File: config.mk
export PLATFORM = sky130hd
export DESIGN_NAME = rpb_reset_pin_boot_sequencer
export DESIGN_NICKNAME = d
export VERILOG_FILES = /design/src/inc/rpb_pkg.sv /design/src/core/rpb_reset_pin_boot_sequencer.sv
export SDC_FILE = /design/constraint.sdc
export NUM_CORES = 1
export LEC_CHECK = 0
export BUFFER_PORTS_ARGS = -buffer_cell sky130_fd_sc_hd__buf_2
export CORE_ASPECT_RATIO = 0.7
export CORE_MARGIN = 2
export CORE_UTILIZATION = 46
export CTS_BUF_LIST = sky130_fd_sc_hd__clkbuf_2
export DETAILED_ROUTE_END_ITERATION = 6
export PLACE_DENSITY_LB_ADDON = 0.15
export SLEW_MARGIN = 40
export SYNTH_ARGS = -nofsm -noshare
export SYNTH_HDL_FRONTEND = slang
export SYNTH_SLANG_ARGS = --single-unit
File: constraint.sdc
create_clock -name core_clk -period 5.65 [get_ports core_clk]
set_clock_uncertainty 0.05 [all_clocks]
set_input_delay 1.13 -clock core_clk [delete_from_list [all_inputs] [get_ports core_clk]]
set_output_delay 1.13 -clock core_clk [all_outputs]
set_load 0.01 [all_outputs]
File: src/inc/rpb_pkg.sv
// constants for the reset pin and boot sequencer
package rpb_pkg;
  // register byte offsets
  localparam logic [7:0] OFF_OPTION_IMAGE = 8'h00;
  localparam logic [7:0] OFF_FORCED_MODE  = 8'h04;
  localparam logic [7:0] OFF_BOOT_MODE    = 8'h08;
  localparam logic [7:0] OFF_STATUS       = 8'h0c;
  localparam logic [7:0] OFF_TRIM         = 8'h10;
  // option image field positions
  localparam int BIT_BOOTPIN_OPT = 1;
  localparam int BIT_NMI_EN      = 2;
  localparam int BIT_PIN_EN      = 3;
  localparam int BIT_LOW_POWER_BOOT_DIVIDER_LO   = 0;
  localparam int BIT_LOW_POWER_BOOT_DIVIDER_HI   = 4;
  localparam int BIT_FAST_INIT   = 5;
  localparam int BIT_SRC_LO      = 6;
  localparam int BIT_SRC_HI      = 7;
  // option image values
  localparam logic [7:0] OPT_INVALID = 8'h00;
  localparam logic [7:0] OPT_ERASED  = 8'hff;
  localparam logic [1:0] SRC_ROM     = 2'h3;
  // mode register field positions
  localparam int BIT_MODE_PIN = 1;
  localparam int BIT_MODE_OPT = 2;
  // vector addresses
  localparam logic [31:0] ROM_BASE   = 32'h1c00_0000;
  localparam logic [31:0] FLASH_BASE = 32'h0000_0000;
  localparam logic [31:0] VEC_SP     = 32'h0000_0000;
  localparam logic [31:0] VEC_PC     = 32'h0000_0004;
  // least pin hold time, in bus clocks
  localparam int MIN_HOLD_CLKS = 128;
  // divider reset values per low-power boot code
  localparam logic [2:0] DIV_LP00 = 3'h7;
  localparam logic [2:0] DIV_LP01 = 3'h3;
  localparam logic [2:0] DIV_LP10 = 3'h1;
  localparam logic [2:0] DIV_LP11 = 3'h0;
  // bus responses
  localparam logic [1:0] RESP_OKAY   = 2'h0;
  localparam logic [1:0] RESP_SLVERR = 2'h2;
  // sequencer states
  typedef enum logic [3:0] {
    ST_HOLD    = 4'h1,
    ST_RELEASE = 4'h2,
    ST_SETTLE  = 4'h4,
    ST_RUN     = 4'h8
  } rpb_state_t;
endpackage

File: src/core/rpb_reset_pin_boot_sequencer.sv
// reset pin sequencing, option image, boot source and vector remap
//
// Function
// - drive pin low 128 clocks and flash done
// - release pin, end reset after pin high
// - external low pin holds chip reset
// - option bit 3 clear disables pin until power-on
// - flash boot: stack 0x0, start 0x4
// - rom boot remaps vector fetches to rom
// - cleared mode register ends rom remap
// - boot source settled before core release
// - rom boot blocks nonmaskable interrupt
// - mode bits override, cleared by one
// - option image read-only, from option byte
// - new option takes effect next reset
// - option byte zero loads all ones
// - option bit 5 selects flash init speed
// - pin enable kept through system resets
// - disabled pin gives no wakeup
// - enabled pin: open drain, pullup, filter
// - factory trim autoloaded during boot
// - low-power boot sets clock divider reset
// - source from bits 7:6 unless pin forces
`timescale 1ns/1ps
`default_nettype none

module rpb_reset_pin_boot_sequencer #(
  parameter int HOLD_CLKS = rpb_pkg::MIN_HOLD_CLKS
) (
  // clock and power-on reset
  input  wire logic        core_clk,
  input  wire logic        nrst,
  // reset sources, same clock domain
  input  wire logic        sysResetReq,
  input  wire logic        vllsWakeup,
  input  wire logic        vllsWakeupViaPin,
  // nonvolatile option byte and factory trim
  input  wire logic [7:0]  optionByte,
  input  wire logic [7:0]  factoryTrim,
  // flash controller
  input  wire logic        flashInitDone,
  output logic             flashResetN,
  output logic             flashFastInit,
  // open-drain reset pin
  input  wire logic        resetPinIn,
  output logic             resetPinOut,
  output logic             resetPinOe,
  output logic             resetPinPullupEn,
  output logic             resetPinFilterEn,
  output logic             resetPinOpenDrain,
  output logic             resetPinWakeupEn,
  // boot select and interrupt pin, active low
  input  wire logic        bootPinInN,
  output logic             nmiToCore,
  // core side
  output logic             chipResetN,
  output logic [2:0]       coreClockDivider,
  output logic             lowPowerRun,
  input  wire logic [31:0] vecFetchAddr,
  output logic [31:0]      vecFetchAddrOut,
  output logic             vectorRemap,
  // axi4-lite slave
  input  wire logic [7:0]  s_axi_awaddr,
  input  wire logic        s_axi_awvalid,
  output logic             s_axi_awready,
  input  wire logic [31:0] s_axi_wdata,
  input  wire logic [3:0]  s_axi_wstrb,
  input  wire logic        s_axi_wvalid,
  output logic             s_axi_wready,
  output logic [1:0]       s_axi_bresp,
  output logic             s_axi_bvalid,
  input  wire logic        s_axi_bready,
  input  wire logic [7:0]  s_axi_araddr,
  input  wire logic        s_axi_arvalid,
  output logic             s_axi_arready,
  output logic [31:0]      s_axi_rdata,
  output logic [1:0]       s_axi_rresp,
  output logic             s_axi_rvalid,
  input  wire logic        s_axi_rready
);

  // refuse hold counts the 16-bit counter cannot serve
  if (HOLD_CLKS < 1 || HOLD_CLKS > 65535) begin : g_holdCheck
    $error("HOLD_CLKS out of range");
  end

  ////////////////////////////////////////////////////////////////////////////
  // pin synchronisers

  logic pinMeta_q;
  logic pinSync_q;
  logic bootMeta_q;
  logic bootSync_q;

  // two flops per pin input
  always_ff @(posedge core_clk or negedge nrst) begin
    if (!nrst) begin
      pinMeta_q  <= 1'b1;
      pinSync_q  <= 1'b1;
      bootMeta_q <= 1'b1;
      bootSync_q <= 1'b1;
    end else begin
      pinMeta_q  <= resetPinIn;
      pinSync_q  <= pinMeta_q;
      bootMeta_q <= bootPinInN;
      bootSync_q <= bootMeta_q;
    end
  end

  ////////////////////////////////////////////////////////////////////////////
  // sequencer state

  rpb_pkg::rpb_state_t state_q;
  rpb_pkg::rpb_state_t state_d;
  logic [15:0] holdCnt_q;
  logic        optLoaded_q;
  logic        porSeq_q;
  logic        noPinSeq_q;
  logic        pinEnable_q;
  logic [7:0]  optImage_q;
  logic [7:0]  trim_q;
  logic [2:0]  divider_q;
  logic        lpRun_q;
  logic [2:1]  fm_q;
  logic [2:1]  fmLatched_q;
  logic [2:1]  mr_q;

  // reset source decode
  wire pinReset    = pinEnable_q && !pinSync_q;
  wire startReset  = (state_q == rpb_pkg::ST_RUN) &&
                     (sysResetReq || vllsWakeup || pinReset);
  wire startNoPin  = vllsWakeup && !vllsWakeupViaPin && !sysResetReq && !pinReset;
  wire holdDone    = holdCnt_q >= 16'(HOLD_CLKS);
  wire flashDone   = optLoaded_q && flashInitDone;
  wire pinIsHigh   = !pinEnable_q || pinSync_q;
  wire [7:0] optFixed = (optionByte == rpb_pkg::OPT_INVALID) ?
                        rpb_pkg::OPT_ERASED : optionByte;

  // state transitions
  always_comb begin
    state_d = state_q;
    case (state_q)
      rpb_pkg::ST_HOLD: begin
        if (holdDone && flashDone && !sysResetReq) begin
          state_d = rpb_pkg::ST_RELEASE;
        end
      end
      rpb_pkg::ST_RELEASE: begin
        if (pinIsHigh) begin
          state_d = rpb_pkg::ST_SETTLE;
        end
      end
      rpb_pkg::ST_SETTLE: begin
        state_d = rpb_pkg::ST_RUN;
      end
      rpb_pkg::ST_RUN: begin
        if (startReset) begin
          state_d = rpb_pkg::ST_HOLD;
        end
      end
      default: begin
        state_d = rpb_pkg::ST_HOLD;
      end
    endcase
  end

  // state, counter and sequence flags
  always_ff @(posedge core_clk or negedge nrst) begin
    if (!nrst) begin
      state_q     <= rpb_pkg::ST_HOLD;
      holdCnt_q   <= 16'h0000;
      porSeq_q    <= 1'b1;
      noPinSeq_q  <= 1'b0;
    end else begin
      state_q <= state_d;
      if (startReset) begin
        holdCnt_q  <= 16'h0000;
        porSeq_q   <= 1'b0;
        noPinSeq_q <= startNoPin;
      end else if (state_q == rpb_pkg::ST_HOLD && !holdDone) begin
        holdCnt_q <= holdCnt_q + 16'h0001;
      end
    end
  end

  // divider reset value from the low-power boot code
  wire [1:0] lpCode = {optFixed[rpb_pkg::BIT_LOW_POWER_BOOT_DIVIDER_HI], optFixed[rpb_pkg::BIT_LOW_POWER_BOOT_DIVIDER_LO]};
  wire [2:0] lpDivider = (lpCode == 2'h0) ? rpb_pkg::DIV_LP00 :
                         (lpCode == 2'h1) ? rpb_pkg::DIV_LP01 :
                         (lpCode == 2'h2) ? rpb_pkg::DIV_LP10 : rpb_pkg::DIV_LP11;

  // option image, divider and trim load at start of each sequence
  always_ff @(posedge core_clk or negedge nrst) begin
    if (!nrst) begin
      optLoaded_q <= 1'b0;
      optImage_q  <= rpb_pkg::OPT_ERASED;
      pinEnable_q <= 1'b1;
      trim_q      <= 8'h00;
      divider_q   <= rpb_pkg::DIV_LP11;
      lpRun_q     <= 1'b0;
    end else if (startReset) begin
      optLoaded_q <= 1'b0;
    end else if (state_q == rpb_pkg::ST_HOLD && !optLoaded_q) begin
      optLoaded_q <= 1'b1;
      optImage_q  <= optFixed;
      trim_q      <= factoryTrim;
      if (porSeq_q) begin
        pinEnable_q <= optFixed[rpb_pkg::BIT_PIN_EN];
      end
      divider_q <= lpDivider;
      lpRun_q   <= !optFixed[rpb_pkg::BIT_LOW_POWER_BOOT_DIVIDER_HI];
    end
  end

  ////////////////////////////////////////////////////////////////////////////
  // boot source decision

  wire srcRom   = optImage_q[rpb_pkg::BIT_SRC_HI:rpb_pkg::BIT_SRC_LO] == rpb_pkg::SRC_ROM;
  wire romByOpt = srcRom || (fmLatched_q != 2'h0);
  wire romByPin = !optImage_q[rpb_pkg::BIT_BOOTPIN_OPT] && !bootSync_q;
  wire settle   = (state_q == rpb_pkg::ST_RELEASE) && pinIsHigh;

  ////////////////////////////////////////////////////////////////////////////
  // register bus

  logic        awHave_q;
  logic        wHave_q;
  logic [7:0]  awAddr_q;
  logic [31:0] wData_q;
  logic [3:0]  wStrb_q;
  logic        bvalid_q;
  logic [1:0]  bresp_q;
  logic        rvalid_q;
  logic [1:0]  rresp_q;
  logic [31:0] rdata_q;

  // write handshake and decode
  wire awFire  = s_axi_awvalid && s_axi_awready;
  wire wFire   = s_axi_wvalid && s_axi_wready;
  wire wrDo    = awHave_q && wHave_q && !bvalid_q;
  wire wrFm    = wrDo && awAddr_q == rpb_pkg::OFF_FORCED_MODE && wStrb_q[0];
  wire wrMr    = wrDo && awAddr_q == rpb_pkg::OFF_BOOT_MODE && wStrb_q[0];
  wire wrKnown = awAddr_q == rpb_pkg::OFF_OPTION_IMAGE || awAddr_q == rpb_pkg::OFF_FORCED_MODE ||
                 awAddr_q == rpb_pkg::OFF_BOOT_MODE || awAddr_q == rpb_pkg::OFF_STATUS ||
                 awAddr_q == rpb_pkg::OFF_TRIM;
  wire [2:1] mrClr = wrMr ? wData_q[2:1] : 2'h0;
  wire [2:1] mrSet = settle ? {romByOpt, romByPin} : 2'h0;

  // read decode
  wire arFire = s_axi_arvalid && s_axi_arready;
  wire [31:0] statusWord = {24'h0, lpRun_q, divider_q, pinEnable_q,
                            vectorRemap, chipResetN, flashFastInit};
  wire rdKnown = s_axi_araddr == rpb_pkg::OFF_OPTION_IMAGE ||
                 s_axi_araddr == rpb_pkg::OFF_FORCED_MODE ||
                 s_axi_araddr == rpb_pkg::OFF_BOOT_MODE ||
                 s_axi_araddr == rpb_pkg::OFF_STATUS || s_axi_araddr == rpb_pkg::OFF_TRIM;
  wire [31:0] rdMux =
      (s_axi_araddr == rpb_pkg::OFF_OPTION_IMAGE) ? {24'h0, optImage_q} :
      (s_axi_araddr == rpb_pkg::OFF_FORCED_MODE)  ? {29'h0, fm_q, 1'b0} :
      (s_axi_araddr == rpb_pkg::OFF_BOOT_MODE)    ? {29'h0, mr_q, 1'b0} :
      (s_axi_araddr == rpb_pkg::OFF_STATUS)       ? statusWord :
      (s_axi_araddr == rpb_pkg::OFF_TRIM)         ? {24'h0, trim_q} : 32'h0;

  // write address and data capture, either order
  always_ff @(posedge core_clk or negedge nrst) begin
    if (!nrst) begin
      awHave_q <= 1'b0;
      wHave_q  <= 1'b0;
      awAddr_q <= 8'h00;
      wData_q  <= 32'h0;
      wStrb_q  <= 4'h0;
    end else begin
      if (awFire) begin
        awHave_q <= 1'b1;
        awAddr_q <= {s_axi_awaddr[7:2], 2'h0};
      end else if (wrDo) begin
        awHave_q <= 1'b0;
      end
      if (wFire) begin
        wHave_q <= 1'b1;
        wData_q <= s_axi_wdata;
        wStrb_q <= s_axi_wstrb;
      end else if (wrDo) begin
        wHave_q <= 1'b0;
      end
    end
  end

  // write and read responses
  always_ff @(posedge core_clk or negedge nrst) begin
    if (!nrst) begin
      bvalid_q <= 1'b0;
      bresp_q  <= rpb_pkg::RESP_OKAY;
      rvalid_q <= 1'b0;
      rresp_q  <= rpb_pkg::RESP_OKAY;
      rdata_q  <= 32'h0;
    end else begin
      if (wrDo) begin
        bvalid_q <= 1'b1;
        bresp_q  <= wrKnown ? rpb_pkg::RESP_OKAY : rpb_pkg::RESP_SLVERR;
      end else if (s_axi_bready) begin
        bvalid_q <= 1'b0;
      end
      if (arFire) begin
        rvalid_q <= 1'b1;
        rresp_q  <= rdKnown ? rpb_pkg::RESP_OKAY : rpb_pkg::RESP_SLVERR;
        rdata_q  <= rdMux;
      end else if (s_axi_rready) begin
        rvalid_q <= 1'b0;
      end
    end
  end

  // forced mode: applies to the next sequence, then clears
  always_ff @(posedge core_clk or negedge nrst) begin
    if (!nrst) begin
      fm_q        <= 2'h0;
      fmLatched_q <= 2'h0;
    end else if (startReset) begin
      fmLatched_q <= fm_q;
      fm_q        <= 2'h0;
    end else if (wrFm) begin
      fm_q <= wData_q[2:1];
    end
  end

  // boot mode: set on entry to settle, write one to clear, set wins
  always_ff @(posedge core_clk or negedge nrst) begin
    if (!nrst) begin
      mr_q <= 2'h0;
    end else if (startReset) begin
      mr_q <= 2'h0;
    end else begin
      mr_q <= (mr_q & ~mrClr) | mrSet;
    end
  end

  ////////////////////////////////////////////////////////////////////////////
  // outputs

  // bus handshakes
  assign s_axi_awready = !awHave_q && !bvalid_q;
  assign s_axi_wready  = !wHave_q && !bvalid_q;
  assign s_axi_bvalid  = bvalid_q;
  assign s_axi_bresp   = bresp_q;
  assign s_axi_arready = !rvalid_q;
  assign s_axi_rvalid  = rvalid_q;
  assign s_axi_rresp   = rresp_q;
  assign s_axi_rdata   = rdata_q;

  // reset pin: open drain, driven low during the hold phase
  assign resetPinOut       = 1'b0;
  assign resetPinOe        = (state_q == rpb_pkg::ST_HOLD) && pinEnable_q &&
                             !noPinSeq_q;
  assign resetPinPullupEn  = pinEnable_q;
  assign resetPinFilterEn  = pinEnable_q;
  assign resetPinOpenDrain = pinEnable_q;
  assign resetPinWakeupEn  = pinEnable_q;

  // flash and chip reset
  assign flashResetN   = (state_q != rpb_pkg::ST_HOLD) || optLoaded_q;
  assign flashFastInit = optImage_q[rpb_pkg::BIT_FAST_INIT];
  assign chipResetN    = state_q == rpb_pkg::ST_RUN;

  // clock divider reset values
  assign coreClockDivider = divider_q;
  assign lowPowerRun      = lpRun_q;

  // vector fetch remap
  assign vectorRemap     = mr_q != 2'h0;
  assign vecFetchAddrOut = vectorRemap ? (rpb_pkg::ROM_BASE | vecFetchAddr) :
                           (rpb_pkg::FLASH_BASE | vecFetchAddr);

  // interrupt gate
  assign nmiToCore = !bootSync_q && optImage_q[rpb_pkg::BIT_NMI_EN] &&
                     !vectorRemap && chipResetN;

endmodule

`default_nettype wire

==> impl_metrics.ini <==
[finish]
drive_gt1_share_pct = 31.3
fillCellCount = 767
fin_nets = 548
n_antenna_cell = 0
utilization_pct = 51.1
area_growth_pct = 5.72

[setup_path]
reg2reg_from = state_q[2]
crit_chain = or4b_4 > nor2_1 > buf_4 > inv_1 > buf_2
crit_cells = 5
end_kind = output pin
start_kind = flop
cpPeakStageDelay_ns = 0.61
critPathKind = reg2out
worst_r2r_path_depth = 5
crit_buf_inv = 3
worst-path-max-fanout = 22
critPathTopFamily = buffers and inverters
reg2reg_slack_ns = 3.10
cp_slowest_cell = dfstp_2
critical_path_required_ns = 4.47
r2r_end = noPinSeq_q
arrival_ns = 2.55

[synth]
ys_seq_area_share_pct = 49.6
synth_cell_types = 48
synth_compound_area_share_pct = 9.66
async_reset_ff_share_pct = 100
synthXorXnorAreaFrac_pct = 0.452
synth-simple-area-share_pct = 18.5
synth_fa_ha_area_share_pct = 0.646
synth_top_family_by_area = simple AND/OR/NAND/NOR gates
synth_top_flop_cell = dfrtp_1
synth_area_mm2 = 0.00387
yosys_warnings = 0
synth-edff-count = 0
synth_area_per_cell_um2 = 10.0
syn-instance-count = 387
ys_ff_latch = 76
synthMuxAreaShare_pct = 6.56

[timing]
whs_ns = 0.322
tns_ns = 0
worst_slew_pin_slew_ns = 0.748
min_period_over_period_pct = 66.1
slew_viol_final = 0
max_freq_mhz = 268
fin_crit_ns = 3.73
rsz0062_at_grt = false
slew_headroom_pct = 48.8
setup_viol = 0
final_hold_viol_count = 0

[route]
via_per_inst = 5.06
drt_pass1_iterations = 4
drc = 0
wirelength_um = 8020
drtIter0Drc = 135
wl_per_cell_um = 14.9
drtAntennaViolNets = 0
vias = 2727

[global_route]
grt_usage_pct = 18.3
grt_max_degree = 77
grt_pass1_vias = 2631
grt_remaining_overflow = 0
grt_pass1_wl_um = 12900
antenna_found_initial = 0

[clocking]
path_clk_slew_ns = 0.19
cts-resized-gates = 0
clockBufferDepth = 2
cts_tree = yes
cts_num_sinks = 76
postCtsSetupBuffers = 0
clock_latency_ns = 0.52
cts_buffers = 9
cts_max_level = 3
postCtsHoldBufs = 0
cts_root_buffer = clkbuf_2

[place]
io_buffers = 80
detailed_place_hpwl_um = 5830
place.gp.congestion = 0.903

[power]
clkPwrFrac_pct = 20.5
power.leakage_nw = 1.91
pwr-share-seq_pct = 58.9
power.internal_uw = 803
comb_power_share_pct = 20.6
swShare_pct = 31.5
p_sw_uw = 370
power_density_mw_per_mm2 = 287
ir_worst_vdd_uv = 144

[hold_path]
holdCritPathClass = reg2reg
hold_depth = 0
hp-start = bootMeta_q
min_to = bootSync_q

[die]
start_util_pct = 48.4
core_region_area_mm2 = 0.00801
rows = 27
io_pins = 201
die_h_um = 80.8
die-area_mm2 = 0.00918
die_width_um = 114

[flow_run]
drv_cap = 0

[outcome]
status = complete, no violations
==> worst reg2reg max path, stage by stage, from the launching register on <==
cell and delay (ns):
dfrtp_1 0.51, or4b_2 0.77, inv_1 0.13, and2_1 0.37
buf_4 0.29, mux2_2 0.35
==> cells in the final DEF (no fill, tap or decap), types with 4 or more instances in the layout <==
cell type / netlist / layout
dfstp_2: 15 / 15
conb_1: 1 / 27
nand2b_1: 4 / 4
o21ai_0: 20 / 20
mux2_2: 19 / 19
a21oi_1: 17 / 17
inv_1: 11 / 11
buf_2: 0 / 79
dfrtp_1: 61 / 61
and2_1: 5 / 5
clkbuf_2: 0 / 12
nor2_1: 17 / 17
a22oi_1: 5 / 5
or3_1: 10 / 10
nor3_1: 9 / 9
mux2i_1: 4 / 4
nand2_1: 53 / 53
nor2b_1: 12 / 12
==> power groups by stage <==
stage / Sequential, mW / Combinational (mW) / Clock [mW]
detailed placement: 0.703 / 0.244 / 0
floorplan: 0.688 / 0.201 / 0
global placement: 0.701 / 0.239 / 0
CTS: 0.693 / 0.245 / 0.253
finish: 0.691 / 0.242 / 0.240
global route: 0.705 / 0.276 / 0.270
==> Yosys cell counts (2+ instances only) <==
cell type	instances	area, um^2
nand3b_1	2	15.0
a21oi_1	17	85.1
ha_1	2	25.0
nor4_1	3	18.8
a21o_1	2	15.0
buf_6	2	22.5
mux2_2	19	214
inv_1	11	41.3
nand2_1	53	199
clkbuf_1	12	45.0
nor2_1	17	63.8
nor3_1	9	45.0
o21ai_0	20	100
buf_4	60	450
or4b_4	2	27.5
nor3b_1	2	15.0
or3_1	10	62.6
nand2b_1	4	25.0
or2_2	2	12.5
nand3_1	3	15.0
a22oi_1	5	37.5
dfrtp_1	61	1530
dfstp_2	15	394
nand4_1	2	12.5
and3b_1	2	17.5
or4_1	3	22.5
nor4b_1	3	26.3
xnor2_1	2	17.5
mux2i_1	4	40.0
nor2b_1	12	75.1
and2_1	5	31.3
a31oi_1	3	18.8
a221oi_1	3	26.3
==> registers in the layout, summed over array words and instances, names as in the netlist, 2 cells and up <==
signal and count:
fm_q 2, coreClockDivider 2, fmLatched_q 2, trim_q 8, optImage_q 8, state_q 4
wData_q 2, holdCnt_q 16, mr_q 2, awAddr_q 6, s_axi_rdata 8
==> logic make-up (layout without fill, tap and decap cells) <==
| group | Yosys count | in the layout |
|---|---|---|
| AOI/OAI and AO/OA | 61 | 61 |
| xor gates and xnor gates | 2 | 2 |
| adders and majority gates | 2 | 2 |
| buffers and inverters | 85 | 110 |
| DFF | 76 | 76 |
| muxes | 23 | 23 |
| other | 1 | 27 |
| and+or+nand+nor | 137 | 137 |
==> layer usage <==
layer	track usage (%)	vias to the layer above	share of wire, %
li1	-	1337	-
met1	25.4	1286	49
met2	27.4	92	44
met3	6.12	12	6.4
met4	5.85	0	1.1
met5	0	-	0
==> per-stage QoR <==
stage          power [mW]  worst slack, ns  instances  instance area (um^2)
5_1_grt              1.25             1.70        539                  4090
3_3_place_gp        0.939             2.46        523                  4000
3_5_place_dp        0.947             2.45        523                  4010
6_report             1.17             1.92        539                  4090
4_1_cts              1.19             1.86        539                  4080
2_1_floorplan       0.889             2.78        413                  3970
==> how the worst max path moves through the flow <==
stage / from / to / slack, ns
detailed placement: s_axi_araddr[1] / s_axi_rresp[1] / 2.45
floorplan: state_q[0] / flashResetN / 2.78
CTS: state_q[3] / flashResetN / 1.86
finish: state_q[0] / flashResetN / 1.92
global placement: state_q[0] / flashResetN / 2.46
global route: state_q[3] / flashResetN / 1.70
==> cell type report <==
class | count | area, um^2 | share of cell area (%)
sequential | 76 | 1920 | 46.9
timing repair buffer | 83 | 429 | 10.5
tap | 101 | 126 | 3.09
clock inverter | 4 | 17.5 | 0.428
multi-input combinational | 252 | 1500 | 36.6
inverter | 11 | 41.3 | 1.01
clock buffer | 12 | 60.1 | 1.47
(Power assumes the default switching activity.)
